--- src/cmos_regs.vh ---
// register offsets, field positions, reset values and codes for the mode/output sequencer
`ifndef CMOS_REGS_VH
`define CMOS_REGS_VH

// register addresses (word index on the plain port)
`define CMOS_ADDR_CTRL      4'h0
`define CMOS_ADDR_STATUS    4'h1
`define CMOS_ADDR_SEQ_LEN   4'h2
`define CMOS_ADDR_UTIL_REQ  4'h3
`define CMOS_ADDR_UTIL_OK   4'h4
`define CMOS_ADDR_SCANS     4'h5

// ctrl register fields
`define CMOS_CTRL_REQ_LO     0
`define CMOS_CTRL_REQ_HI     1
`define CMOS_CTRL_REQ_STB    2
`define CMOS_CTRL_NEW_FW     3
`define CMOS_CTRL_RESET      32'h0000_0008

// mode codes
`define CMOS_MODE_PROGRAM   2'h0
`define CMOS_MODE_RUN       2'h1
`define CMOS_MODE_OFFLINE   2'h2

// switch position codes
`define CMOS_SW_PROG_LOCK   2'h0
`define CMOS_SW_UNLOCKED    2'h1
`define CMOS_SW_RUN_LOCK    2'h2

// utility function bits
`define CMOS_UT_CFG_DL      0
`define CMOS_UT_FW_DL       1
`define CMOS_UT_AI_CAL      2
`define CMOS_UT_AO_CAL      3
`define CMOS_UT_FORCE_LED   4
`define CMOS_UT_SAFE_WR     5
`define CMOS_UT_CFG_CHG     6

// block numbering
`define CMOS_SYS_BLOCKS     10'h064
`define CMOS_SEQ_LEN_RESET  10'h0c8

`endif

--- src/cmos_sequencer.v ---
// scan sequencer, operating mode and output gating for the process controller
//
// Design decisions made here: the register offsets and the address-and-strobe port.
`timescale 1ns/1ps
`include "cmos_regs.vh"

// Summary of operation
// inputs latched before each scan starts
// block order decides input update point
// outputs update at scan end, except proportioning; step drives also update per block
// three modes held as state
// program mode forces outputs off
// program mode scans I/O, runs no blocks
// run mode scans, executes, drives outputs
// offline entered only from run
// offline scans, no blocks, outputs frozen
// offline-to-run restart on new firmware
// run permits download, forces; refuses calibration
// program permits calibration, downloads; no forces
// offline permits input calibration, forces
// off state: low, zero duty, drives off
// frozen state holds, step drives off
// locked run rejects safety writes, changes
// run utilities need unlocked switch; forces are granted in locked run too
// first 100 blocks reserved for system
// switch overrides operator mode requests
// mode changes only at scan boundary
module cmos_sequencer #(
    parameter N_IN = 16,
    parameter N_DO = 16,
    parameter N_AO = 4,
    parameter AO_W = 16,
    parameter BLK_W = 10
) (
    input wire clk,
    input wire reset_n,
    // register port
    input wire [3:0] reg_addr,
    input wire [31:0] reg_wdata,
    input wire reg_wr,
    input wire reg_rd,
    output reg [31:0] reg_rdata,
    // physical switch and field inputs (asynchronous)
    input wire [1:0] mode_switch,
    input wire [N_IN-1:0] field_in,
    // block engine interface
    input wire scan_start,
    output reg [N_IN-1:0] scan_inputs,
    output reg blk_valid,
    output reg [BLK_W-1:0] blk_number,
    output reg blk_user,
    input wire blk_done,
    // algorithm results
    input wire [N_DO-1:0] alg_do,
    input wire [N_DO-1:0] alg_tpo_duty_on,
    input wire [N_DO-1:0] alg_is_direct,
    input wire [N_AO*AO_W-1:0] alg_ao,
    input wire alg_fwd,
    input wire alg_rev,
    // physical outputs
    output reg [N_DO-1:0] digital_out,
    output reg [N_AO*AO_W-1:0] analog_output_channel,
    output reg step_fwd,
    output reg step_rev,
    // status
    output reg [1:0] mode,
    output reg scanning,
    output reg restart_pulse,
    output wire [6:0] utility_ok
);

    localparam ST_IDLE = 2'h0;
    localparam ST_EXEC = 2'h1;
    localparam ST_END = 2'h2;

    reg [N_IN-1:0] in_meta;
    reg [N_IN-1:0] in_sync;
    reg [1:0] sw_meta;
    reg [1:0] sw_sync;
    reg [1:0] state;
    reg [1:0] next_mode;
    reg [BLK_W-1:0] seq_len;
    reg [1:0] op_req;
    reg op_pending;
    reg new_fw;
    reg [6:0] util_req;
    reg [6:0] util_grant;
    reg [15:0] scan_count;
    reg [N_DO-1:0] do_stage;
    reg [N_AO*AO_W-1:0] ao_stage;
    wire exec_blocks;

    // permitted utility set per mode and switch position
    function [6:0] cmos_allow;
        input [1:0] m;
        input [1:0] sw;
        begin
            cmos_allow = 7'h00;
            case (m)
                `CMOS_MODE_RUN: begin
                    if (sw == `CMOS_SW_UNLOCKED) begin
                        cmos_allow[`CMOS_UT_CFG_DL] = 1'b1;
                        cmos_allow[`CMOS_UT_SAFE_WR] = 1'b1;
                        cmos_allow[`CMOS_UT_CFG_CHG] = 1'b1;
                    end
                    cmos_allow[`CMOS_UT_FORCE_LED] = 1'b1;
                    // locked run leaves safety writes and changes refused
                end
                `CMOS_MODE_PROGRAM: begin
                    cmos_allow[`CMOS_UT_AI_CAL] = 1'b1;
                    cmos_allow[`CMOS_UT_AO_CAL] = 1'b1;
                    cmos_allow[`CMOS_UT_CFG_DL] = 1'b1;
                    cmos_allow[`CMOS_UT_FW_DL] = 1'b1;
                    cmos_allow[`CMOS_UT_CFG_CHG] = 1'b1;
                end
                `CMOS_MODE_OFFLINE: begin
                    cmos_allow[`CMOS_UT_AI_CAL] = 1'b1;
                    cmos_allow[`CMOS_UT_FORCE_LED] = 1'b1;
                end
                default: cmos_allow = 7'h00;
            endcase
        end
    endfunction

    assign utility_ok = cmos_allow(mode, sw_sync);

    assign exec_blocks = (mode == `CMOS_MODE_RUN);

    // two-flop synchronisers for pins
    always @(posedge clk or negedge reset_n) begin
        if (!reset_n) begin
            in_meta <= {N_IN{1'b0}};
            in_sync <= {N_IN{1'b0}};
            sw_meta <= `CMOS_SW_PROG_LOCK;
            sw_sync <= `CMOS_SW_PROG_LOCK;
        end else begin
            in_meta <= field_in;
            in_sync <= in_meta;
            sw_meta <= mode_switch;
            sw_sync <= sw_meta;
        end
    end

    // mode target: switch first, operator request only in unlocked position
    always @* begin
        next_mode = mode;
        case (sw_sync)
            `CMOS_SW_PROG_LOCK: next_mode = `CMOS_MODE_PROGRAM;
            `CMOS_SW_RUN_LOCK: begin
                if (mode != `CMOS_MODE_RUN)
                    next_mode = `CMOS_MODE_RUN;
            end
            `CMOS_SW_UNLOCKED: begin
                if (op_pending) begin
                    if (op_req == `CMOS_MODE_OFFLINE) begin
                        if (mode == `CMOS_MODE_RUN)
                            next_mode = `CMOS_MODE_OFFLINE;
                    end else if (op_req == `CMOS_MODE_RUN || op_req == `CMOS_MODE_PROGRAM) begin
                        next_mode = op_req;
                    end
                end
            end
            default: next_mode = mode;
        endcase
    end

    // scan engine: latch inputs, walk blocks, commit outputs
    always @(posedge clk or negedge reset_n) begin
        if (!reset_n) begin
            state <= ST_IDLE;
            mode <= `CMOS_MODE_PROGRAM;
            scanning <= 1'b0;
            scan_inputs <= {N_IN{1'b0}};
            blk_valid <= 1'b0;
            blk_number <= {BLK_W{1'b0}};
            blk_user <= 1'b0;
            do_stage <= {N_DO{1'b0}};
            ao_stage <= {(N_AO*AO_W){1'b0}};
            digital_out <= {N_DO{1'b0}};
            analog_output_channel <= {(N_AO*AO_W){1'b0}};
            step_fwd <= 1'b0;
            step_rev <= 1'b0;
            restart_pulse <= 1'b0;
            scan_count <= 16'h0000;
            op_pending <= 1'b0;
        end else begin
            restart_pulse <= 1'b0;
            if (reg_wr && reg_addr == `CMOS_ADDR_CTRL && reg_wdata[`CMOS_CTRL_REQ_STB])
                op_pending <= 1'b1;
            case (state)
                ST_IDLE: begin
                    if (scan_start) begin
                        // mode only moves here, between scans
                        mode <= next_mode;
                        if (op_pending && !(reg_wr && reg_addr == `CMOS_ADDR_CTRL))
                            op_pending <= 1'b0;
                        // newer firmware restarts from offline: outputs de-energised first
                        if (mode == `CMOS_MODE_OFFLINE && next_mode == `CMOS_MODE_RUN
                                && new_fw) begin
                            restart_pulse <= 1'b1;
                            digital_out <= {N_DO{1'b0}};
                            analog_output_channel <= {(N_AO*AO_W){1'b0}};
                            step_fwd <= 1'b0;
                            step_rev <= 1'b0;
                        end
                        scan_inputs <= in_sync;
                        scanning <= 1'b1;
                        blk_number <= {BLK_W{1'b0}};
                        blk_user <= 1'b0;
                        blk_valid <= (next_mode == `CMOS_MODE_RUN);
                        state <= (next_mode == `CMOS_MODE_RUN) ? ST_EXEC : ST_END;
                    end
                end
                ST_EXEC: begin
                    if (blk_done) begin
                        // each block sees values set by earlier ones in order
                        do_stage <= alg_do;
                        ao_stage <= alg_ao;
                        // proportioning and step outputs drive while running
                        digital_out <= (digital_out & ~alg_is_direct)
                                     | (alg_tpo_duty_on & alg_is_direct);
                        step_fwd <= alg_fwd;
                        step_rev <= alg_rev;
                        if (blk_number + 1'b1 >= seq_len) begin
                            blk_valid <= 1'b0;
                            state <= ST_END;
                        end else begin
                            blk_number <= blk_number + 1'b1;
                            // numbers below the system range are not user blocks
                            blk_user <= (blk_number + 1'b1 >= `CMOS_SYS_BLOCKS);
                        end
                    end
                end
                ST_END: begin
                    scanning <= 1'b0;
                    scan_count <= scan_count + 16'h0001;
                    state <= ST_IDLE;
                    case (mode)
                        `CMOS_MODE_RUN: begin
                            digital_out <= (do_stage & ~alg_is_direct)
                                         | (digital_out & alg_is_direct);
                            analog_output_channel <= ao_stage;
                        end
                        `CMOS_MODE_OFFLINE: begin
                            // hold last levels and duty, stop the motor
                            step_fwd <= 1'b0;
                            step_rev <= 1'b0;
                        end
                        default: begin
                            digital_out <= {N_DO{1'b0}};
                            analog_output_channel <= {(N_AO*AO_W){1'b0}};
                            step_fwd <= 1'b0;
                            step_rev <= 1'b0;
                        end
                    endcase
                end
                default: state <= ST_IDLE;
            endcase
        end
    end

    // software registers
    always @(posedge clk or negedge reset_n) begin
        if (!reset_n) begin
            op_req <= `CMOS_MODE_PROGRAM;
            new_fw <= 1'b1;
            seq_len <= `CMOS_SEQ_LEN_RESET;
            util_req <= 7'h00;
            util_grant <= 7'h00;
        end else begin
            util_grant <= util_req & cmos_allow(mode, sw_sync);
            if (reg_wr) begin
                case (reg_addr)
                    `CMOS_ADDR_CTRL: begin
                        op_req <= reg_wdata[`CMOS_CTRL_REQ_HI:`CMOS_CTRL_REQ_LO];
                        new_fw <= reg_wdata[`CMOS_CTRL_NEW_FW];
                    end
                    `CMOS_ADDR_SEQ_LEN: begin
                        // a sequence no longer than the system blocks is not allowed
                        if (reg_wdata[BLK_W-1:0] > `CMOS_SYS_BLOCKS)
                            seq_len <= reg_wdata[BLK_W-1:0];
                    end
                    `CMOS_ADDR_UTIL_REQ: util_req <= reg_wdata[6:0];
                    default: util_req <= util_req;
                endcase
            end
        end
    end

    always @(posedge clk or negedge reset_n) begin
        if (!reset_n) begin
            reg_rdata <= 32'h0000_0000;
        end else if (reg_rd) begin
            case (reg_addr)
                `CMOS_ADDR_CTRL:
                    reg_rdata <= {28'h0000000, new_fw, 1'b0, op_req};
                `CMOS_ADDR_STATUS:
                    reg_rdata <= {24'h000000, sw_sync, op_pending, scanning, state, mode};
                `CMOS_ADDR_SEQ_LEN:
                    reg_rdata <= {{(32-BLK_W){1'b0}}, seq_len};
                `CMOS_ADDR_UTIL_REQ:
                    reg_rdata <= {25'h0000000, util_req};
                `CMOS_ADDR_UTIL_OK:
                    reg_rdata <= {25'h0000000, util_grant};
                `CMOS_ADDR_SCANS:
                    reg_rdata <= {16'h0000, scan_count};
                default:
                    reg_rdata <= 32'h0000_0000;
            endcase
        end else begin
            reg_rdata <= 32'h0000_0000;
        end
    end

endmodule

--- config.mk ---
export PLATFORM = sky130hd
export DESIGN_NAME = cmos_sequencer
export DESIGN_NICKNAME = d
export VERILOG_FILES = /design/src/cmos_sequencer.v
export VERILOG_INCLUDE_DIRS = /design/src
export SDC_FILE = /design/constraint.sdc
export NUM_CORES = 1
export LEC_CHECK = 0
export ABC_CLOCK_PERIOD_IN_PS = 4300
export BUFFER_PORTS_ARGS = -buffer_cell sky130_fd_sc_hd__buf_2
export CORE_UTILIZATION = 50
export CTS_CLUSTER_SIZE = 14
export DETAILED_ROUTE_END_ITERATION = 8
export GPL_TIMING_DRIVEN = 0
export PLACE_DENSITY = 0.83
export SETUP_SLACK_MARGIN = 0.3
export SKIP_CTS_REPAIR_TIMING = 1
export SLEW_MARGIN = 20
export SYNTH_ARGS = -nofsm -noshare
export SYNTH_HDL_FRONTEND = slang
export SYNTH_SLANG_ARGS = --single-unit
--- constraint.sdc ---
create_clock -name clk -period 4.3 [get_ports clk]
set_input_delay 0.43 -clock clk [delete_from_list [all_inputs] [get_ports clk]]
set_output_delay 0.43 -clock clk [all_outputs]
set_load 0.02 [all_outputs]
# Word level (Yosys, flattened, before mapping)
# Cells that the tools add are included.
# totals
ff_bits	308
inputBits	174
output_inout_bits	153
wordCells	148
# classes
add_sub_neg	2
magnitude_cmp	3
n_eq_ne	22
muxes	58
bitwise_logic	8
reduce_logical	29
# ops
operator	n
$pmux W64 S2	2
$mux W64	2
$pmux W16 S6	1
$and A16 B16 Y16	4
$mux W16	3
$pmux W16 S3	1
$mux W32	1
$or A16 B16 Y16	2
$pmux W16 S2	1
$mux W10	3
$mux W1	24
$mux W2	10
$pmux W10 S2	1
$add A16 B1 Y16 const B	1
$not A16 Y16	1
$ne A2 B2 Y1 const B	7
$reduce_and A4 Y1	3
$add A10 B1 Y10 const B	1
$eq A2 B1 Y1 const B	5
$ge A10 B10 Y1	1
$ge A10 B7 Y1 const B	1
$gt A10 B7 Y1 const B	1
$pmux W1 S2	5
$reduce_and A2 Y1	5
other kinds (19)	36

# Longest topological paths before layout
# Gate-level depths: netlist (run 1).
# depth
ltp_word	12
ltp_mapped	12
ltp_nobuf	12

# Worst setup path after synthesis (run 1)
# No wires, ideal clock.
# synth_timing
path_kind	register to register
start	register blk_number[0]
end	register state[0]
setup_ns	0.127
arrival_ns	2.780
required_ns	4.173
slack_ns	1.392
path_stages_with_launch	13
path_buffers	0
period_less_slack_ns	2.908
cell_sequence	dfrtp_1 -> ha_1 -> inv_1 -> nor3_1 -> xnor2_1 -> inv_1 -> ha_1 -> nand3_1 -> o31ai_1 -> a2bb2oi_1 -> nor2_1 -> a21o_1 -> mux2_1
# synth_between
elab_chain_len	4
# synth_rtl
item	line	rtl
from (decl)	cmos_sequencer.v:50	output reg [BLK_W-1:0] blk_number,
from (signal assigned)	cmos_sequencer.v:175	blk_number <= {BLK_W{1'b0}};
from (signal assigned)	cmos_sequencer.v:208	blk_number <= {BLK_W{1'b0}};
from (signal assigned)	cmos_sequencer.v:228	blk_number <= blk_number + 1'b1;
$add A10 B1 Y10	cmos_sequencer.v:224	if (blk_number + 1'b1 >= seq_len) begin
$ge A10 B10 Y1	cmos_sequencer.v:224	
$ne A2 B2 Y1 (no source line)	n/a	
$reduce_and A3 Y1 (no source line)	n/a	
to (signal assigned)	cmos_sequencer.v:211	state <= (next_mode == `CMOS_MODE_RUN) ? ST_EXEC : ST_END;
to (decl)	cmos_sequencer.v:80	reg [1:0] state;
# No other way between the ends.
# A chain may end at the register's enable or synchronous reset.

# Worst setup path in the final report (run 1)
# layout_timing
start	register blk_number[0]
end	register blk_number[0]
# layout_between
elab_chain_len	4
word_cells_on_any_way	7
cone_classes	add/sub: 1; order compare: 1; eq/ne: 1; mux: 3; reduce/logical: 1
# layout_rtl
item	line
$add A10 B1 Y10 (*)	cmos_sequencer.v:224, cmos_sequencer.v:228
$ge A10 B10 Y1 or $mux W10 (tied branches)	cmos_sequencer.v:224
$ne A2 B2 Y1 (no source line) or $mux W10 (tied branches)	n/a
$reduce_and A4 Y1 (no source line) or $pmux W10 S2 (tied branches)	n/a
# Every way passes the cells marked *; elsewhere a longest branch is shown, timed or not. The select of a mux whose other input is x is not followed.

==> results of run 1 <==
## cells in the mapped netlist (3+ instances only)
cell type	n	area, sq um
nor3_1	4	20.0
nand3_1	17	85.1
clkbuf_1	21	78.8
a32o_1	13	130
a21o_1	5	37.5
a22oi_1	6	45.0
buf_2	5	25.0
nand2_1	36	135
nand4_1	6	37.5
dfrtp_1	288	7210
inv_1	20	75.1
o21ai_0	12	60.1
buf_1	10	37.5
and3_1	11	68.8
mux2i_1	31	310
and2_1	9	56.3
a31oi_1	3	18.8
dfstp_2	4	105
nand2b_1	5	31.3
o21ai_1	4	20.0
a22o_1	77	674
o22ai_1	18	113
nor2_1	35	131
buf_6	8	90.1
nor3b_1	5	37.5
xnor2_1	16	140
ha_1	20	250
nor2b_1	6	37.5
mux2_2	121	1360
xor2_1	7	61.3
buf_4	18	135
a222oi_1	4	40.0
a21oi_1	14	70.1
## registers in the layout (all words and copies together), names as in the netlist, 2 cells and up
signal                 cells
analog_output_channel     64
ao_stage                  64
digital_out               16
do_stage                  16
in_meta                   16
in_sync                   16
reg_rdata                 16
scan_count                16
scan_inputs               16
blk_number                10
seq_len                   10
util_grant                 7
util_req                   7
mode                       2
op_req                     2
state                      2
sw_meta                    2
sw_sync                    2
## where the power goes
part           internal, mW  switching, mW
sequential             3.68          0.604
clock                  1.68           1.08
combinational          1.55           2.07
total                  6.91           3.76
## logic make-up (layout without fill, tap and decap cells)
kind of cell    Yosys count  after routing
flops                   292            292
mux                     153            153
fa+ha+maj                20             20
xor+xnor                 23             23
buf+inv                  82            444
other cells               1             20
compound gates          174            174
simple gates            146            146
## worst paths after layout
path / start / to / cells after the start
max in group asynchronous: reset_n / in_sync[7]$_DFF_PN0_ / 3
worst min register to register: in_meta[0]$_DFF_PN0_ / in_sync[0]$_DFF_PN0_ / 0
worst max-delay path: blk_number[0]$_DFFE_PN0P_ / blk_number[0]$_DFFE_PN0P_ / 11
min in group asynchronous: reset_n / reg_rdata[11]$_DFF_PN0_ / 2
worst max register to register: blk_number[0]$_DFFE_PN0P_ / blk_number[0]$_DFFE_PN0P_ / 11
worst min-delay path: alg_ao[3] / ao_stage[3]$_DFFE_PN0P_ / 2
## layer usage
layer	track usage	wire length, um	vias up
met1	0.292	11500	4265
li1	-	-	3916
met3	0.0680	2540	62
met5	0	35	-
met4	0.0728	790	6
met2	0.412	14700	358
## stage by stage
stage	total power [mW]	setup WS, ns	hold slack, ns
after floorplan	6.61	1.39	0.134
after global placement	7.75	-2.43	0.332
after detailed placement	7.92	1.06	0.335
after CTS	10.7	1.07	-0.0857
after global routing	11.2	0.706	0.0943
final	10.7	1.04	0.106
## critical path: cells and delay by family, from the launching register on
family / cells / cell delay (ns)
adders and majority gates: 1 / 0.30
and+or+nand+nor: 4 / 1.27
muxes: 1 / 0.29
DFF: 1 / 0.49
xor gates and xnor gates: 1 / 0.29
AOI/OAI and AO/OA: 4 / 0.55
## area by class of cell
type | count | area (sq um)
Buffer | 62 | 367
Clock inverter | 17 | 229
Tap cell | 319 | 399
Inverter | 20 | 75.1
Multi-Input combinational cell | 532 | 4310
Sequential cell | 292 | 7310
Antenna cell | 4 | 10.0
Fill cell | 1756 | 8320
Clock buffer | 39 | 845
Timing Repair Buffer | 306 | 1680
==> run metrics, run 1 <==
Die Wd=157 um; crit end category=register; Startpoint Class=register; largest family of logic cells by synthesized area=multiplexers; first-pass GRT wire length=45600 um; Synth Flop Type=dfrtp_1; Hold/Removal Path Class=in2reg; sequential element share of the synthesized area=0.609; Syn Inst Count=891; pwr dens=701 nW/um^2; Worst R2R Setup Slack=1.04 ns; root buffer cell=clkbuf_16; Synth Register Bits=292; Die Footprint=24600 sq um; Non-Filler Instances=1591; Mapped Avg Cell Area=13.5 sq um; endpoints failing hold=0; final WL=29600 um; Port Buffers=285; RSZ-0062 raised after global routing=false; Min Clock Period, post-route=3.26 ns; Lkg Pwr=7.67 nW; fmax=307 MHz; htree depth=1; Final ANT Viol Nets=0; Mapped Area=12000 sq um; Area growth syn-to-layout=26.8%; Synth cell types=59; most frequent cells in the layout=289 x buf_2, 288 x dfrtp_1, 121 x mux2_2; largest net degree at the start of global routing=107; via density per instance=5.41; GR Overflow Total=0; clk_lat worst skew=0.55 ns; core area=23500 sq um; CTS tree=yes; Util after Layout=0.647; WL/cell=18.6 um; dpl cell area=14000 sq um; CP Class=reg2reg; Worst Clk Skew=0.0170 ns; Detailed Route Iter0 Violations=600; Ys Warns=0; Async SR Flop Fraction=1.00; nets=1438; status=finished, final reports clean; GRT Resource Usage Total=0.239; Adder-Cell Fraction of Synth Area=0.0208; TNS Setup=0 ns; Die H=157 um; RePlAce Congestion=0.930; I/O pin count=327; Worst Tran Pin Value=0.894 ns; hpwl dp=21100 um; Req. time, crit path=4.78 ns; CTS clk-pin slew, worst paths=0.07 ns; antenna violations before repair=8; VDD IR-drop max=525 uV; slowest cell delay on critical path=0.75 ns; fin area=15200 sq um; effective utilization at floorplan=0.510; total CTS buffers=30; share of cells above drive strength 1=0.397; Post-synth EDFFs=0; dpl cells=1512; router iterations before antenna repair=8; total number of vias=8607; number of global-route vias before repair=8578; Clock Path Buffers=3; most common cell after layout, fill and taps aside=buf_2; Slew Limit Headroom=0.399; period utilization=0.759; row cnt=56; Synth Area in Compound Gates=0.114; Setup violations, final=0; multiplexer share of the synthesized area=0.140; Worst Path Max Fanout=8; Post-Synth Simple-Gate Area=0.0619; Slowest-stage cell, CP=nor3_1; Max Transition Viols Final=0; Arrival @ worst endpoint=3.74 ns; XOR/XNOR Fraction of Synth Area=0.0168; CTS sink count=292; Max-cap violations=0; DRC=0; crit path cell chain=and2_1 -> nand3_1 -> nor2_1 -> xor2_1 -> ha_1 -> a21o_1 -> a21oi_1 -> o31ai_1 -> a2bb2oi_1 -> nor3_1 -> mux2_2
Power figures use the tool's default switching activity.
==> run 2, diff against run 1 <==
- ABC_CLOCK_PERIOD_IN_PS: 4300 -> 2900
- CORE_UTILIZATION: 50 -> 47
- PLACE_DENSITY: 0.83 -> 0.82
- clock period: 4.3 -> 2.9 ns (I/O delays scaled with it)
==> run metrics, run 2 (synthesis results as in run 1) <==
first-pass GRT wire length=46400 um; Worst Clk Skew=0.0157 ns; Startpoint Class=register; Slowest-stage cell, CP=dfrtp_2; CP Class=reg2reg; pwr dens=1020 nW/um^2; largest net degree at the start of global routing=108; RSZ-0062 raised after global routing=true; Hold/Removal Path Class=in2reg; Fin Hold WS=-0.00983 ns; share of cells above drive strength 1=0.424; Lkg Pwr=8.23 nW; GRT Resource Usage Total=0.226; Die H=162 um; Req. time, crit path=3.33 ns; Worst Path Max Fanout=5; Arrival @ worst endpoint=3.20 ns; total CTS buffers=30; root buffer cell=clkbuf_16; row cnt=58; CTS tree=yes; VDD IR-drop max=1090 uV; RePlAce Congestion=0.838; Fill cells=1747; final WL=34500 um; Final ANT Viol Nets=0; htree depth=1; period utilization=0.957; hpwl dp=21500 um; GR Overflow Total=0; status=finished with violations; dpl cells=1523; CTS sink count=292; Setup violations, final=0; failing checks=negative hold slack; grt peak-use layer=met2; nets=1543; clk_lat worst skew=0.55 ns; Die Footprint=26200 sq um; Clock Path Buffers=3; via density per instance=5.42; GRT met2 Usage=0.387; largest registers=analog_output_channel: 64 flops, ao_stage: 64 flops; Detailed Route Iter0 Violations=574; Max-cap violations=0; total number of vias=9226; Non-Filler Instances=1703; core area=25100 sq um; Max Transition Viols Final=0; met1 Use GR=0.283; Util after Layout=0.662; endpoints failing hold=1; slowest cell delay on critical path=0.43 ns; M3 GR Usage=0.0539; crit end category=register; antenna violations before repair=3; WL/cell=20.2 um; Worst Tran Pin Value=0.827 ns; Port Buffers=285; Die Wd=162 um; Area growth syn-to-layout=38.6%; Min Clock Period, post-route=2.77 ns; DRC=0; crit path cell chain=and2_4 -> nand3_4 -> nor2_4 -> xor2_4 -> ha_4 -> a21o_1 -> a21oi_2 -> o31ai_4 -> a2bb2oi_2 -> nor2_4 -> a21o_1 -> mux2_4; I/O pin count=327; Slew Limit Headroom=0.447; router iterations before antenna repair=5; CTS clk-pin slew, worst paths=0.06 ns; most common cell after layout, fill and taps aside=buf_2; number of global-route vias before repair=8708; fmax=360 MHz; most frequent cells in the layout=286 x buf_2, 280 x dfrtp_1, 120 x mux2_2; effective utilization at floorplan=0.478
==> run 2: metal layers <==
metal	up-vias	share of wire
met5	-	0
met4	0	0.031
met3	74	0.065
met2	364	0.52
met1	4661	0.39
li1	4127	-
==> run 2: final timing paths <==
kind | from | end | slack [ns] | cells past startpoint
min in group asynchronous | reset_n | blk_number[3]$_DFFE_PN0P_ | 0.32 | 2
setup reg to reg | blk_number[0]$_DFFE_PN0P_ | state[0]$_DFFE_PN0P_ | 0.13 | 12
hold reg to reg | in_meta[0]$_DFF_PN0_ | in_sync[0]$_DFF_PN0_ | 0.35 | 0
hold / removal | alg_rev | step_rev$_DFFE_PN0P_ | -0.01 | 3
max in group asynchronous | reset_n | analog_output_channel[42]$_DFFE_PN0P_ | 1.60 | 3
setup / recovery | blk_number[0]$_DFFE_PN0P_ | state[0]$_DFFE_PN0P_ | 0.13 | 12
==> run 2: critical path: cells and delay by family (launching register included) <==
kind / cells / cell delay, ns
fa+ha+maj: 1 / 0.24
compound gates: 5 / 0.81
flops: 1 / 0.43
xor+xnor: 1 / 0.22
simple gates: 4 / 0.64
mux: 1 / 0.31
==> run 2: power by group <==
part / internal, mW / total [mW] / leakage [nW] / switching (mW)
Combinational: 2.65 / 6.08 / 3.99 / 3.42
Clock: 2.80 / 4.41 / 0.552 / 1.61
Sequential: 5.46 / 6.41 / 3.70 / 0.954
==> run 2: final cells by class <==
| cell class | count | area, sq um | area share |
|---|---|---|---|
| Multi-Input combinational cell | 533 | 4590 | 0.276 |
| Antenna cell | 3 | 7.51 | 0.000451 |
| Sequential cell | 292 | 7320 | 0.440 |
| Buffer | 62 | 413 | 0.0248 |
| Clock buffer | 42 | 877 | 0.0527 |
| Clock inverter | 11 | 258 | 0.0155 |
| Inverter | 20 | 77.6 | 0.00466 |
| Timing Repair Buffer | 410 | 2680 | 0.161 |
| Tap cell | 330 | 413 | 0.0248 |
==> run 2: stage by stage <==
step	setup slack [ns]	area [sq um]	power (mW)	setup TNS, ns
2_1_floorplan	0.294	12200	9.84	0
3_3_place_gp	-4.02	14000	11.6	-1035.21
3_5_place_dp	-0.0106	14100	11.8	-0.0155
4_1_cts	-0.0118	15200	16.2	-0.0325
5_1_grt	0.0313	16600	17.7	0
6_report	0.125	16600	16.9	0
==> run 3, diff against run 2 <==
- ABC_CLOCK_PERIOD_IN_PS: 2900 -> 3500
- CORE_UTILIZATION: 47 -> 57
- PLACE_DENSITY: 0.82 -> 0.92
- clock period: 2.9 -> 3.5 ns (I/O delays scaled with it)
==> run metrics, run 3 (synthesis results as in run 1) <==
Worst Tran Pin Value=0.836 ns; area of the multi-input gates=4340 sq um; CTS tree=yes; VDD IR-drop max=681 uV; fin area=15100 sq um; Max-cap violations=0; CP most frequent cell=inv_1; CP Class=reg2reg; clk_lat worst skew=0.55 ns; first-pass GRT wire length=48300 um; most common cell after layout, fill and taps aside=buf_2; Worst Path Max Fanout=6; total CTS buffers=29; endpoints failing hold=0; Req. time, crit path=3.94 ns; hpwl dp=21800 um; Startpoint Class=register; CP top delay family=compound AO/OA/AOI/OAI gates; period utilization=0.859; TNS Setup=0 ns; Fill cells=1290; number of global-route vias before repair=8979; most frequent cells in the layout=289 x buf_2, 287 x dfrtp_1, 121 x mux2_2; Max Transition Viols Final=0; antenna cells=0; via density per instance=5.71; total number of vias=8750; CTS clk-pin slew, worst paths=0.06 ns; Die Footprint=21600 sq um; DRC=0; Slew Limit Headroom=0.441; Area growth syn-to-layout=25.5%; row cnt=52; GRT Resource Usage Total=0.285; RePlAce Congestion=0.887; Final ANT Viol Nets=0; dpl cell area=13900 sq um; Setup violations, final=0; pwr dens=854 nW/um^2; Clock Path Buffers=3; htree depth=1; core area=20400 sq um; slowest cell delay on critical path=0.44 ns; share of cells above drive strength 1=0.399; Util after Layout=0.738; Slowest-stage cell, CP=dfrtp_1; Die H=147 um; crit path cell chain=ha_2 -> inv_1 -> nor3_2 -> xnor2_1 -> inv_1 -> ha_1 -> nand3_1 -> o31ai_1 -> a2bb2oi_2 -> nor2_2 -> a21o_1 -> mux2_1; Fin Hold WS=0.0239 ns; CTS sink count=292; Hold/Removal Path Class=in2reg; effective utilization at floorplan=0.588; Port Buffers=285; RSZ-0062 raised after global routing=false; final WL=31200 um; Arrival @ worst endpoint=3.44 ns; status=finished, final reports clean; Worst Clk Skew=0.00826 ns; WL/cell=20.4 um; largest registers=analog_output_channel: 64 flops, ao_stage: 64 flops; fmax=333 MHz; nets=1438; CP bufs+invs=2; root buffer cell=clkbuf_16; largest net degree at the start of global routing=108; antenna violations before repair=1; I/O pin count=327; Detailed Route Iter0 Violations=479; GR Overflow Total=0; Reg area=7310 sq um; Lkg Pwr=7.63 nW; Min Clock Period, post-route=3.01 ns; Die Wd=147 um; crit end category=register; router iterations before antenna repair=5
[run 3: cell count changes in the layout (fill, tap and decap cells not counted), moves of 7 or more]
cell and change:
dfrtp_2 -7, dfrtp_1 +7, buf_6 -11, dlygate4sd3_1 -77, clkbuf_2 -11, buf_4 -20
bufinv_16 -7, clkbuf_1 +9
[run 3: per-stage QoR]
step           total power, mW  worst slack (ns)  instances
2_1_floorplan             8.12             0.592        906
3_3_place_gp              9.47             -3.00       1461
3_5_place_dp              9.76             0.314       1464
4_1_cts                   12.9             0.242       1514
5_1_grt                   13.5             0.315       1533
6_report                  12.9             0.492       1533
[run 3: area by class of cell]
cell class	count	area share
timing repair buffer	307	0.113
clock buffer	41	0.0558
clock inverter	9	0.00581
buffer	62	0.0243
tap	270	0.0224
inverter	20	0.00498
sequential	292	0.485
multi-input combinational	532	0.288
[run 3: routing by layer]
layer	up-vias	part of all wire	GRT usage
li1	3907	-	-
met1	4353	0.38	0.349
met2	396	0.51	0.491
met3	92	0.074	0.0677
met4	2	0.038	0.108
met5	-	0.00032	0
[run 3: final timing paths]
check                      slack [ns]                                     to                 startpoint  cells past startpoint
min                              0.02               ao_stage[57]$_DFFE_PN0P_                 alg_ao[57]                      2
max in group asynchronous        2.13  analog_output_channel[63]$_DFFE_PN0P_                    reset_n                      4
max reg2reg                      0.49                   state[0]$_DFFE_PN0P_  blk_number[1]$_DFFE_PN0P_                     12
max                              0.49                   state[0]$_DFFE_PN0P_  blk_number[1]$_DFFE_PN0P_                     12
min in group asynchronous        0.34                reg_rdata[13]$_DFF_PN0_                    reset_n                      2
min reg2reg                      0.34                   in_sync[8]$_DFF_PN0_       in_meta[8]$_DFF_PN0_                      0
[run 3: report_power, final]
group	internal (mW)	leakage (nW)	switching, mW
Combinational	1.93	3.46	2.59
Clock	1.74	0.461	1.31
Sequential	4.52	3.71	0.788
